==> src/hdl/dts_pkg.sv <==
package dts_pkg;

  // ---------------------------------------------------------------
  // Register map
  // ---------------------------------------------------------------
  localparam logic [7:0] REG_CFG    = 8'h00;
  localparam logic [7:0] REG_TIM1   = 8'h04;
  localparam logic [7:0] REG_TIM2   = 8'h08;
  localparam logic [7:0] REG_PRIO   = 8'h0C;
  localparam logic [7:0] REG_STATUS = 8'h10;

  // ---------------------------------------------------------------
  // Field positions
  // ---------------------------------------------------------------
  localparam int CFG_UNLOCK_BIT = 0;
  localparam int TIM1_WTR_LSB   = 0;
  localparam int TIM2_LEAD_LSB  = 23;
  localparam int TIM2_SXNR_LSB  = 16;
  localparam int TIM2_SXRD_LSB  = 8;
  localparam int TIM2_RTP_LSB   = 5;
  localparam int TIM2_CKE_LSB   = 0;
  localparam int PRIO_CNT_LSB   = 0;

  // ---------------------------------------------------------------
  // Reset values
  // ---------------------------------------------------------------
  localparam logic       RST_UNLOCK = 1'b0;
  localparam logic [1:0] RST_WTR    = 2'h3;
  localparam logic [1:0] RST_LEAD   = 2'h3;
  localparam logic [6:0] RST_SXNR   = 7'h7F;
  localparam logic [7:0] RST_SXRD   = 8'hFF;
  localparam logic [2:0] RST_RTP    = 3'h7;
  localparam logic [4:0] RST_CKE    = 5'h1F;
  localparam logic [7:0] RST_PRIO   = 8'hFF;
  localparam logic [7:0] PRIO_OFF   = 8'hFF;

  // ---------------------------------------------------------------
  // Timing
  // ---------------------------------------------------------------
  localparam logic [1:0] BURST_BEATS = 2'h3; // Last beat index, 4 beats
  localparam int         NUM_TMR     = 5;
  localparam int         TMR_WTR     = 0;
  localparam int         TMR_SXNR    = 1;
  localparam int         TMR_SXRD    = 2;
  localparam int         TMR_RTP     = 3;
  localparam int         TMR_CKE     = 4;
  localparam logic [8:0] SINCE_MAX   = 9'h1FF;

  typedef enum logic [2:0] {
    CMD_READ,
    CMD_WRITE,
    CMD_PRECHARGE,
    CMD_OTHER,
    CMD_SR_ENTER,
    CMD_SR_EXIT
  } dts_cmd_e;

  typedef enum logic [1:0] {
    WPH_IDLE,
    WPH_LEAD,
    WPH_DATA
  } dts_wph_e;

endpackage : dts_pkg

==> src/hdl/dts_gap_timer.sv <==
`timescale 1ns/1ns
module dts_gap_timer
  import dts_pkg::*;
(
  input  wire logic       ref_clk,
  input  wire logic       rst,
  input  wire logic       load,
  input  wire logic [7:0] gapValue,
  output logic            busy
);

  typedef struct packed {
    logic [7:0] cnt;
  } dts_tmr_s;

  dts_tmr_s s_q;
  dts_tmr_s s_d;

  // ---------------------------------------------------------------
  // Countdown, loaded with field value: free after value+1 cycles
  // ---------------------------------------------------------------
  always_comb
  begin
    s_d = s_q;
    if (load)
    begin
      s_d.cnt = gapValue;
    end
    else if (s_q.cnt != 8'h00)
    begin
      s_d.cnt = s_q.cnt - 8'h01;
    end
  end

  always_ff @(posedge ref_clk)
  begin
    if (rst)
    begin
      s_q <= '0;
    end
    else
    begin
      s_q <= s_d;
    end
  end

  assign busy = (s_q.cnt != 8'h00);

endmodule : dts_gap_timer

==> src/hdl/dts_timing_ctrl.sv <==
`timescale 1ns/1ns
// Function
// - A read waits write-to-read value plus one cycles after the last write beat.
// - Second timing register takes writes only while timing unlock is set.
// - Reserved upper bits of second timing and priority registers read zero.
// - Termination enable rises lead-field cycles before write data is driven.
// - After self-refresh exit, non-read commands wait exit-nonread plus one.
// - After self-refresh exit, reads wait exit-read plus one cycles.
// - Precharge waits read-to-precharge plus one cycles after the last read.
// - Clock-enable transitions are at least clock-enable field plus one apart.
// - Oldest queued command gets a priority boost after enough transfers.
// - Boost count field N means N plus one transfers before the boost.
// - Boost count field of all ones disables the boost entirely.
module dts_timing_ctrl
  import dts_pkg::*;
(
  input  wire logic            ref_clk,
  input  wire logic            rst,
  input  wire logic [7:0]      regAddr,
  input  wire logic [31:0]     regWrData,
  input  wire logic            regWr,
  input  wire logic            regRd,
  output logic [31:0]          regRdData,
  input  wire logic            cmdValid,
  input  wire dts_pkg::dts_cmd_e cmdKind,
  output logic                 cmdReady,
  input  wire logic            xferDone,
  input  wire logic            queueNonEmpty,
  output logic                 boostOldest,
  output logic                 odtEn,
  output logic                 wrDataEn,
  output logic                 memCke
);

  typedef struct packed {
    logic        unlock;
    logic [1:0]  wtr;
    logic [1:0]  termLead;
    logic [6:0]  sxnr;
    logic [7:0]  sxrd;
    logic [2:0]  rtp;
    logic [4:0]  ckeGap;
    logic [7:0]  prio;
    logic [31:0] rdData;
    dts_wph_e    phase;
    logic [1:0]  leadCnt;
    logic [1:0]  beatCnt;
    logic        odt;
    logic        dataEn;
    logic        cke;
    logic [7:0]  xferCnt;
    logic        boost;
  } dts_state_s;

  dts_state_s s_q;
  dts_state_s s_d;

  logic [NUM_TMR-1:0] tmrLoad;
  logic [NUM_TMR-1:0] tmrBusy;
  logic [7:0]         tmrValue [NUM_TMR];
  logic               cmdIssue;
  logic               wrLastBeat;
  logic               inSelfRef;
  logic [31:0]        tim2Word;

  // ---------------------------------------------------------------
  // Spacing timers
  // ---------------------------------------------------------------
  assign tmrValue[TMR_WTR]  = {6'h00, s_q.wtr};
  assign tmrValue[TMR_SXNR] = {1'b0, s_q.sxnr};
  assign tmrValue[TMR_SXRD] = s_q.sxrd;
  assign tmrValue[TMR_RTP]  = {5'h00, s_q.rtp};
  assign tmrValue[TMR_CKE]  = {3'h0, s_q.ckeGap};

  generate
    for (genvar i = 0; i < NUM_TMR; i++)
    begin : gTmr
      dts_gap_timer uTmr (
        .ref_clk  (ref_clk),
        .rst      (rst),
        .load     (tmrLoad[i]),
        .gapValue (tmrValue[i]),
        .busy     (tmrBusy[i])
      );
    end
  endgenerate

  assign wrLastBeat = (s_q.phase == WPH_DATA) &&
                      (s_q.beatCnt == BURST_BEATS);
  assign inSelfRef  = !s_q.cke;
  assign cmdIssue   = cmdValid && cmdReady;
  assign tim2Word   = {7'h00, s_q.termLead, s_q.sxnr, s_q.sxrd,
                       s_q.rtp, s_q.ckeGap};

  // ---------------------------------------------------------------
  // Command gate
  // ---------------------------------------------------------------
  always_comb
  begin
    cmdReady = 1'b0;
    case (cmdKind)
      CMD_READ:
        cmdReady = !inSelfRef && !tmrBusy[TMR_WTR] &&
                   !tmrBusy[TMR_SXRD] &&
                   (s_q.phase == WPH_IDLE);
      CMD_WRITE:
        cmdReady = !inSelfRef && !tmrBusy[TMR_SXNR] &&
                   (s_q.phase == WPH_IDLE);
      CMD_PRECHARGE:
        cmdReady = !inSelfRef && !tmrBusy[TMR_SXNR] &&
                   !tmrBusy[TMR_RTP] &&
                   (s_q.phase == WPH_IDLE);
      CMD_OTHER:
        cmdReady = !inSelfRef && !tmrBusy[TMR_SXNR];
      CMD_SR_ENTER:
        cmdReady = !inSelfRef && !tmrBusy[TMR_SXNR] &&
                   !tmrBusy[TMR_CKE] &&
                   (s_q.phase == WPH_IDLE);
      CMD_SR_EXIT:
        cmdReady = inSelfRef && !tmrBusy[TMR_CKE];
      default:
        cmdReady = 1'b0;
    endcase
  end

  // Outside the gate process so that it never reads its own result
  assign tmrLoad[TMR_WTR]  = wrLastBeat;
  assign tmrLoad[TMR_RTP]  = cmdIssue && (cmdKind == CMD_READ);
  assign tmrLoad[TMR_CKE]  = cmdIssue && ((cmdKind == CMD_SR_ENTER) ||
                                          (cmdKind == CMD_SR_EXIT));
  assign tmrLoad[TMR_SXNR] = cmdIssue && (cmdKind == CMD_SR_EXIT);
  assign tmrLoad[TMR_SXRD] = cmdIssue && (cmdKind == CMD_SR_EXIT);

  // ---------------------------------------------------------------
  // Next state
  // ---------------------------------------------------------------
  always_comb
  begin
    s_d        = s_q;
    s_d.rdData = 32'h0000_0000;
    s_d.boost  = 1'b0;

    // Register writes
    if (regWr)
    begin
      case (regAddr)
        REG_CFG:
          s_d.unlock = regWrData[CFG_UNLOCK_BIT];
        REG_TIM1:
          s_d.wtr = regWrData[TIM1_WTR_LSB +: 2];
        REG_TIM2:
          if (s_q.unlock)
          begin
            s_d.termLead = regWrData[TIM2_LEAD_LSB +: 2];
            s_d.sxnr     = regWrData[TIM2_SXNR_LSB +: 7];
            s_d.sxrd     = regWrData[TIM2_SXRD_LSB +: 8];
            s_d.rtp      = regWrData[TIM2_RTP_LSB +: 3];
            s_d.ckeGap   = regWrData[TIM2_CKE_LSB +: 5];
          end
        REG_PRIO:
          s_d.prio = regWrData[PRIO_CNT_LSB +: 8];
        default:
          s_d.prio = s_q.prio;
      endcase
    end

    // Register reads, zero for unmapped and reserved bits
    if (regRd)
    begin
      case (regAddr)
        REG_CFG:
          s_d.rdData = {31'h0000_0000, s_q.unlock};
        REG_TIM1:
          s_d.rdData = {30'h0000_0000, s_q.wtr};
        REG_TIM2:
          s_d.rdData = tim2Word;
        REG_PRIO:
          s_d.rdData = {24'h00_0000, s_q.prio};
        REG_STATUS:
          s_d.rdData = {20'h0_0000, s_q.xferCnt, s_q.cke,
                        s_q.odt, s_q.phase};
        default:
          s_d.rdData = 32'h0000_0000;
      endcase
    end

    // Write burst: termination first, data after the lead
    case (s_q.phase)
      WPH_IDLE:
        if (cmdIssue && (cmdKind == CMD_WRITE))
        begin
          s_d.odt     = 1'b1;
          s_d.beatCnt = 2'h0;
          if (s_q.termLead == 2'h0)
          begin
            s_d.dataEn = 1'b1;
            s_d.phase  = WPH_DATA;
          end
          else
          begin
            s_d.leadCnt = s_q.termLead - 2'h1;
            s_d.phase   = WPH_LEAD;
          end
        end
      WPH_LEAD:
        if (s_q.leadCnt == 2'h0)
        begin
          s_d.dataEn = 1'b1;
          s_d.phase  = WPH_DATA;
        end
        else
        begin
          s_d.leadCnt = s_q.leadCnt - 2'h1;
        end
      WPH_DATA:
        if (wrLastBeat)
        begin
          s_d.dataEn = 1'b0;
          s_d.odt    = 1'b0;
          s_d.phase  = WPH_IDLE;
        end
        else
        begin
          s_d.beatCnt = s_q.beatCnt + 2'h1;
        end
      default:
        s_d.phase = WPH_IDLE;
    endcase

    // Clock enable follows self-refresh entry and exit
    if (cmdIssue && (cmdKind == CMD_SR_ENTER))
    begin
      s_d.cke = 1'b0;
    end
    else if (cmdIssue && (cmdKind == CMD_SR_EXIT))
    begin
      s_d.cke = 1'b1;
    end

    // Starvation guard; an empty queue has no oldest entry
    if (!queueNonEmpty || (s_q.prio == PRIO_OFF))
    begin
      s_d.xferCnt = 8'h00;
    end
    else if (xferDone)
    begin
      if (s_q.xferCnt == s_q.prio)
      begin
        s_d.boost   = 1'b1;
        s_d.xferCnt = 8'h00;
      end
      else
      begin
        s_d.xferCnt = s_q.xferCnt + 8'h01;
      end
    end
  end

  always_ff @(posedge ref_clk)
  begin
    if (rst)
    begin
      s_q          <= '0;
      s_q.unlock   <= RST_UNLOCK;
      s_q.wtr      <= RST_WTR;
      s_q.termLead <= RST_LEAD;
      s_q.sxnr     <= RST_SXNR;
      s_q.sxrd     <= RST_SXRD;
      s_q.rtp      <= RST_RTP;
      s_q.ckeGap   <= RST_CKE;
      s_q.prio     <= RST_PRIO;
      s_q.phase    <= WPH_IDLE;
      s_q.cke      <= 1'b1;
    end
    else
    begin
      s_q <= s_d;
    end
  end

  assign regRdData   = s_q.rdData;
  assign boostOldest = s_q.boost;
  assign odtEn       = s_q.odt;
  assign wrDataEn    = s_q.dataEn;
  assign memCke      = s_q.cke;

  // ---------------------------------------------------------------
  // Checks
  // ---------------------------------------------------------------
  logic [8:0] sinceWr;
  logic [8:0] sinceExit;
  logic [8:0] sinceRd;
  logic [8:0] sinceCke;
  logic [2:0] odtAge;

  always_ff @(posedge ref_clk)
  begin
    if (rst)
    begin
      sinceWr   <= SINCE_MAX;
      sinceExit <= SINCE_MAX;
      sinceRd   <= SINCE_MAX;
      sinceCke  <= SINCE_MAX;
      odtAge    <= 3'h0;
    end
    else
    begin
      sinceWr   <= wrLastBeat ? 9'h000 :
                   (sinceWr == SINCE_MAX ? sinceWr : sinceWr + 9'h001);
      sinceExit <= (cmdIssue && cmdKind == CMD_SR_EXIT) ? 9'h000 :
                   (sinceExit == SINCE_MAX ? sinceExit
                                           : sinceExit + 9'h001);
      sinceRd   <= (cmdIssue && cmdKind == CMD_READ) ? 9'h000 :
                   (sinceRd == SINCE_MAX ? sinceRd : sinceRd + 9'h001);
      sinceCke  <= tmrLoad[TMR_CKE] ? 9'h000 :
                   (sinceCke == SINCE_MAX ? sinceCke : sinceCke + 9'h001);
      odtAge    <= !odtEn ? 3'h0 :
                   (odtAge == 3'h7 ? odtAge : odtAge + 3'h1);
    end
  end
endmodule : dts_timing_ctrl

==> config.mk <==
export PLATFORM = sky130hd
export DESIGN_NAME = dts_timing_ctrl
export DESIGN_NICKNAME = d
export VERILOG_FILES = /design/src/hdl/dts_pkg.sv /design/src/hdl/dts_gap_timer.sv /design/src/hdl/dts_timing_ctrl.sv
export SDC_FILE = /design/constraint.sdc
export NUM_CORES = 1
export LEC_CHECK = 0
export BUFFER_PORTS_ARGS = -buffer_cell sky130_fd_sc_hd__buf_4
export CORE_MARGIN = 4
export CORE_UTILIZATION = 35
export CTS_BUF_LIST = sky130_fd_sc_hd__clkbuf_4 sky130_fd_sc_hd__clkbuf_8
export CTS_CLUSTER_SIZE = 28
export DETAILED_ROUTE_END_ITERATION = 8
export PLACE_DENSITY_LB_ADDON = 0.2
export RECOVER_POWER = 100
export SYNTH_ARGS = -nofsm -noshare
export SYNTH_HDL_FRONTEND = slang
export SYNTH_SLANG_ARGS = --single-unit
==> constraint.sdc <==
create_clock -name ref_clk -period 3 [get_ports ref_clk]
set_input_delay 0.15 -clock ref_clk [delete_from_list [all_inputs] [get_ports ref_clk]]
set_output_delay 0.15 -clock ref_clk [all_outputs]
set_load 0.05 [all_outputs]
==> metrics.yaml, run 1 <==
status:
  status: "finished, final reports clean"
synth:
  synth_top_area_share: 0.424
  synthTopCellsByArea: "dfxtp_1 (42%), mux2i_1 (6.6%), nor2_1 (5.1%), nand2_1 (4.7%), buf_4 (4.4%)"
  synthFlopType: "dfxtp_1"
  seq_area_frac_synth: 0.424
  synth_edf_count: 0
  synth-seq-cells: 119
  synth_top_area_cell: "dfxtp_1"
  async_flop_share: 0
  yosys_warnings: 0
  syn_inst: 634
  synth_area_mm2: 0.00561
  synth_cell_types: 53
  avgSynthCellArea_um2: 8.86
cts:
  htree_levels: 4
  clk_latency_ps: 450
  cts_setup_buffers: 0
  cts-root-buf: "clkbuf_8"
  clk_pin_slew_ps: 70
  clk_path_buf_depth: 2
  cts_tree: "yes"
  cts_num_sinks: 119
  numCtsBuffers: 17
sta:
  hold_viol: 0
  rsz0062_at_grt: "false"
  clock.fmax_ghz: 0.364
  period_needed_ps: 2750
  max_slew_margin: 0.331
  hold_ws_ps: 57.5
  layout_setup_ws_ps: 254
  tightest_slew_ps: 1000
  finalSetupTns_ps: 0
  slew_viol_final: 0
  fin_skew_ps: 11.9
  setup_violations: 0
  fin_crit_sh: 0.915
global_route:
  grt_max_degree: 41
  grt_pass1_vias: 4378
  grt.total_usage: 0.152
  antenna_found_initial: 0
  grt_pass1_wl_um: 21800
  grt_overflow: 0
detailed_routing:
  drt-initial-drc-count: 215
  ant_nets: 0
  wl_per_cell_um: 14.2
  via_per_inst: 4.79
  drc: 0
  vias: 4499
  dr.pass1.iters: 4
  drt_wl_total_um: 13300
floorplan:
  fp.coreArea_mm2: 0.0158
  die_h_um: 135
  die_area_mm2: 0.0181
  ios: 87
  die_w_um: 135
  start_util: 0.355
  fp-row-count: 46
critical_path:
  worstPathCellList: "inv_1 -> ha_1 -> or3b_1 -> or4_1 -> a31oi_4 -> o31ai_1 -> or4b_1 -> a31oi_1"
  cp_max_fo: 8
  critPathTopFamily: "simple AND/OR/NAND/NOR gates"
  crit_buf_inv: 1
  r2r_slack_ps: 250
  cp-start-kind: "flop"
  crit_path_end_kind: "flop"
  crit_type: "reg -> reg"
  cp.required_ps: 3370
  worstPathArrival_ps: 3120
  max_stage_delay_ps: 570
  crit_slowest_cell: "or4_1"
power_and_ir_drop:
  p_comb_frac: 0.328
  cellLeakagePower_nw: 2.55
  power_frac_clock: 0.301
  ir_drop_mv: 0.265
  p_per_area_mw_per_mm2: 793
  power.total_mw: 5.36
  p_sw_mw: 1.78
  p_seq_frac: 0.371
  intPower_mw: 3.58
  p_sw_frac: 0.332
layout:
  nets: 772
  layout.cells.non_filler: 939
  drive_gt1_frac: 0.137
  syn_to_final_growth_pct: 20.3
  diodes: 0
place:
  io_buffers: 72
  finalWeightedCongestion: 0.854
  place_ws_ps: 348
  post-place-cells: 880
  dpl.hpwl_um: 9610
flow_run:
  cap_violations: 0
worst_hold_path:
  holdCritPathClass: "in -> reg"
power groups by stage:
stage          sequential (mW)  clock, mW  combinational (mW)
2_1_floorplan             1.98          0                1.39
3_3_place_gp              2.01          0                1.70
3_5_place_dp              2.02          0                1.75
4_1_cts                   1.99       1.66                1.79
5_1_grt                   2.02       1.75                2.00
6_report                  1.99       1.61                1.76
path summary, 6_finish.rpt:
path,end,from,cells after the start
worst max-delay path,s_q[14],gTmr[1].uTmr.s_q[0],8
worst min-delay path,boostOldest,queueNonEmpty,3
worst max register to register,s_q[14],gTmr[1].uTmr.s_q[0],8
worst min register to register,regRdData[20],s_q[78],1
cell families (layout without fill, tap and decap cells):
family,after synthesis,after routing,synth area share
xor gates and xnor gates,44,44,0.0686
buffers and inverters,76,159,0.0733
DFF,119,119,0.424
other,1,7,0.000668
adders and majority gates,13,13,0.0285
AOI/OAI and AO/OA,68,68,0.0829
muxes,46,46,0.0840
and+or+nand+nor,267,267,0.238
layer usage:
metal  up-vias  track usage  wire (µm)
li1       2290            -          -
met1      2104        0.189       6150
met2        80        0.248       6450
met3        25       0.0384        426
met4         0       0.0679        318
met5         -            0          0
cells in the final DEF, fill, tap and decap left out, drive strengths merged, types with 18 or more instances in the layout:
master,instances
dlygate4sd3,27
nor3,20
clkbuf,54
mux2i,37
xnor2,28
nand2,71
nor2,77
dfxtp,119
a21oi,22
buf,48
inv,18
registers in the layout, summed over array words and instances (netlist names):
name           flops
gTmr.uTmr.s_q     40
memCke             1
wrDataEn           1
regRdData         25
boostOldest        1
odtEn              1
s_q               50
worst register-to-register path, stage by stage, from the launching register on:
cell and delay [ps]:
dfxtp_1 320, inv_1 100, ha_1 180, or3b_1 400
or4_1 570, a31oi_4 200, o31ai_1 220, or4b_1 560
a31oi_1 140
area by class of cell:
type,count,area (µm²)
Clock buffer,20,269
Clock inverter,12,175
Fill cell,1560,9070
Inverter,18,67.6
Multi-Input combinational cell,445,2830
Sequential cell,119,2380
Tap cell,216,270
Timing Repair Buffer,109,763
synthesized netlist by cell type (6+ instances only):
cell	n
dfxtp_1	119
nor2_1	77
nand2_1	71
mux2i_1	37
buf_4	33
xnor2_1	28
clkbuf_1	23
a21oi_1	22
nor3_1	20
inv_1	18
nand3_1	16
xor2_1	16
and2_1	15
ha_1	12
a22oi_1	11
mux2_2	9
nand4_1	9
nor3b_1	8
a31oi_1	7
nor2b_1	7
nand2b_1	6
o21ai_0	6
repair_timing:
item | 4_1_cts | 5_1_grt
hold buffers | 27 | 0
endpoints found under the hold margin | 39 | 0
gates resized for setup | 0 | 0
metrics by stage:
stage | cell area, µm² | utilization
detailed placement | 6200 | 0.391
global placement | 6200 | 0.391
finish | 6760 | 0.427
CTS | 6910 | 0.437
floorplan | 5640 | -
global route | 6760 | 0.427
No activity file was read; power rests on OpenSTA's default activity.
==> inputs of run 2 (changes only) <==
- HOLD_SLACK_MARGIN: not set -> 0.15
- SLEW_MARGIN: not set -> 25
==> metrics.yaml, run 2 (synthesis results as in run 1) <==
place:
  post-place-cells: 880  # unchanged
  dpl.hpwl_um: 9610  # about the same
  finalWeightedCongestion: 0.854  # unchanged
  io_buffers: 72  # unchanged
critical_path:
  crit_path_end_kind: "flop"
  cp-endpoint: "gTmr[4].uTmr.s_q[0]"
  r2r-start: "gTmr[1].uTmr.s_q[0]"
  cp-start-kind: "flop"
  crit_type: "reg -> reg"
  cp.required_ps: 3390  # +20 ps
  cp_max_fo: 4  # -4
  r2r_end: "gTmr[4].uTmr.s_q[0]"
  cp-startpoint: "gTmr[1].uTmr.s_q[0]"
  worstPathArrival_ps: 3230  # +110 ps
  ff2ff_path_depth: 9  # +1
  r2r_slack_ps: 160  # -90 ps
sta:
  fin_skew_ps: 10.5  # -1.39 ps
  tightest_slew_ps: 1000  # -2.89 ps
  max_slew_margin: 0.333  # +0.00193
  finalSetupTns_ps: 0  # unchanged
  period_needed_ps: 2840  # +91.4 ps
  hold_ws_ps: 211  # +153 ps
  hold_viol: 0  # unchanged
  fin_crit_sh: 0.946  # +0.0305
  setup_violations: 0  # unchanged
  clock.fmax_ghz: 0.352  # -3.2%
  slew_viol_final: 0  # unchanged
  rsz0062_at_grt: "false"
floorplan:
  die_w_um: 135  # unchanged
  ios: 87  # unchanged
  die_h_um: 135  # unchanged
  fp.coreArea_mm2: 0.0158  # unchanged
  die_area_mm2: 0.0181  # unchanged
  start_util: 0.355  # unchanged
  fp-row-count: 46  # unchanged
cts:
  clk_path_buf_depth: 2  # unchanged
  clk_pin_slew_ps: 70  # about the same
  numCtsBuffers: 17  # unchanged
  cts_num_sinks: 119  # unchanged
  htree_levels: 4  # unchanged
  clk_latency_ps: 450  # about the same
  cts-root-buf: "clkbuf_8"
  cts_tree: "yes"
layout:
  drive_gt1_frac: 0.140  # +0.00302
  fin_util: 0.435  # +0.00862
  nets: 785  # +1.7%
  largest_reg_flops: 50  # unchanged
  diodes: 0  # unchanged
  mostFrequentLayoutCells: "dfxtp_1 (119), nor2_1 (77), nand2_1 (71)"
  final_common_cell: "dfxtp_1"
  regMostFlops: "s_q"
  syn_to_final_growth_pct: 22.8
  layout.cells.non_filler: 952  # +1.4%
  fillers: 1553  # -0.45%
worst_hold_path:
  holdCritPathClass: "in -> reg"
  hold-path-cell-count: 4  # +1
global_route:
  grt.total_usage: 0.153  # +0.00134
  grt_pass1_wl_um: 22000  # +1.1%
  grt_overflow: 0  # unchanged
  grt_max_degree: 41  # unchanged
  grt_pass1_vias: 4442  # +1.5%
  antenna_found_initial: 0  # unchanged
detailed_routing:
  via_per_inst: 4.78  # -0.16%
  drt_wl_total_um: 13500  # +1.1%
  vias: 4554  # +1.2%
  dr.pass1.iters: 4  # unchanged
  wl_per_cell_um: 14.2  # -0.30%
  drt-initial-drc-count: 238  # +11%
  drc: 0  # unchanged
  ant_nets: 0  # unchanged
power_and_ir_drop:
  p_per_area_mw_per_mm2: 782  # -1.3%
  power.total_mw: 5.39  # +0.67%
  cellLeakagePower_nw: 2.61  # +2.4%
  ir_drop_mv: 0.265  # +0.30%
status:
  status: "finished, final reports clean"
flow_run:
  cap_violations: 0  # unchanged
run 2: cell types whose count changed in the layout (fill, tap and decap cells not counted), sizes merged:
cell / change
buf: -1
clkbuf: +3
dlygate4sd3: +11
run 2: power breakdown:
| group | switching [mW] | internal [mW] |
|---|---|---|
| Sequential | 0.189 | 1.80 |
| Combinational | 0.945 | 0.844 |
| Clock | 0.657 | 0.957 |
run 2: metrics by stage:
stage | cell area, µm² | setup slack [ps]
finish | 6890 | 163
global route | 6890 | 17.9
CTS | 7020 | 122
detailed placement | 6200 | 343
global placement | 6200 | 389
floorplan | 5640 | 361
run 2: how the worst min path moves through the flow:
stage | slack [ps] | start | endpoint
after floorplan | 280 | regWrData[0] | s_q[58]
after global placement | 360 | regWrData[8] | s_q[66]
after detailed placement | 370 | regWrData[15] | s_q[73]
after CTS | 160 | cmdValid | gTmr[2].uTmr.s_q[3]
after global routing | 200 | cmdValid | gTmr[2].uTmr.s_q[3]
final | 210 | cmdValid | gTmr[2].uTmr.s_q[3]
run 2: layout make-up:
| class | instances | area, µm² | share of cell area |
|---|---|---|---|
| Multi-Input combinational cell | 445 | 2850 | 0.413 |
| Sequential cell | 119 | 2380 | 0.346 |
| Clock buffer | 20 | 269 | 0.0390 |
| Tap cell | 216 | 270 | 0.0392 |
| Clock inverter | 12 | 175 | 0.0254 |
| Inverter | 18 | 67.6 | 0.00980 |
| Timing Repair Buffer | 122 | 882 | 0.128 |
run 2: metal layers:
layer | share of wire | GRT usage
met4 | 0.023 | 0.0679
met2 | 0.49 | 0.251
met1 | 0.46 | 0.189
met3 | 0.031 | 0.0406
met5 | 0 | 0
run 2: critical path, cell delays in order, from the launching register on:
cell and delay (ps):
dfxtp_1 320, inv_1 100, ha_1 180, or3b_1 400, or4_4 540, a31oi_4 210
o31a_1 250, nand3_1 100, a21oi_1 120, dlygate4sd3_1 560
run 2: timing repair:
action,CTS,global route
hold buffers,38,0
endpoints found under the hold margin,73,0
setup endpoints to repair,0,1
resized for setup,0,2
buffers inserted,0,2
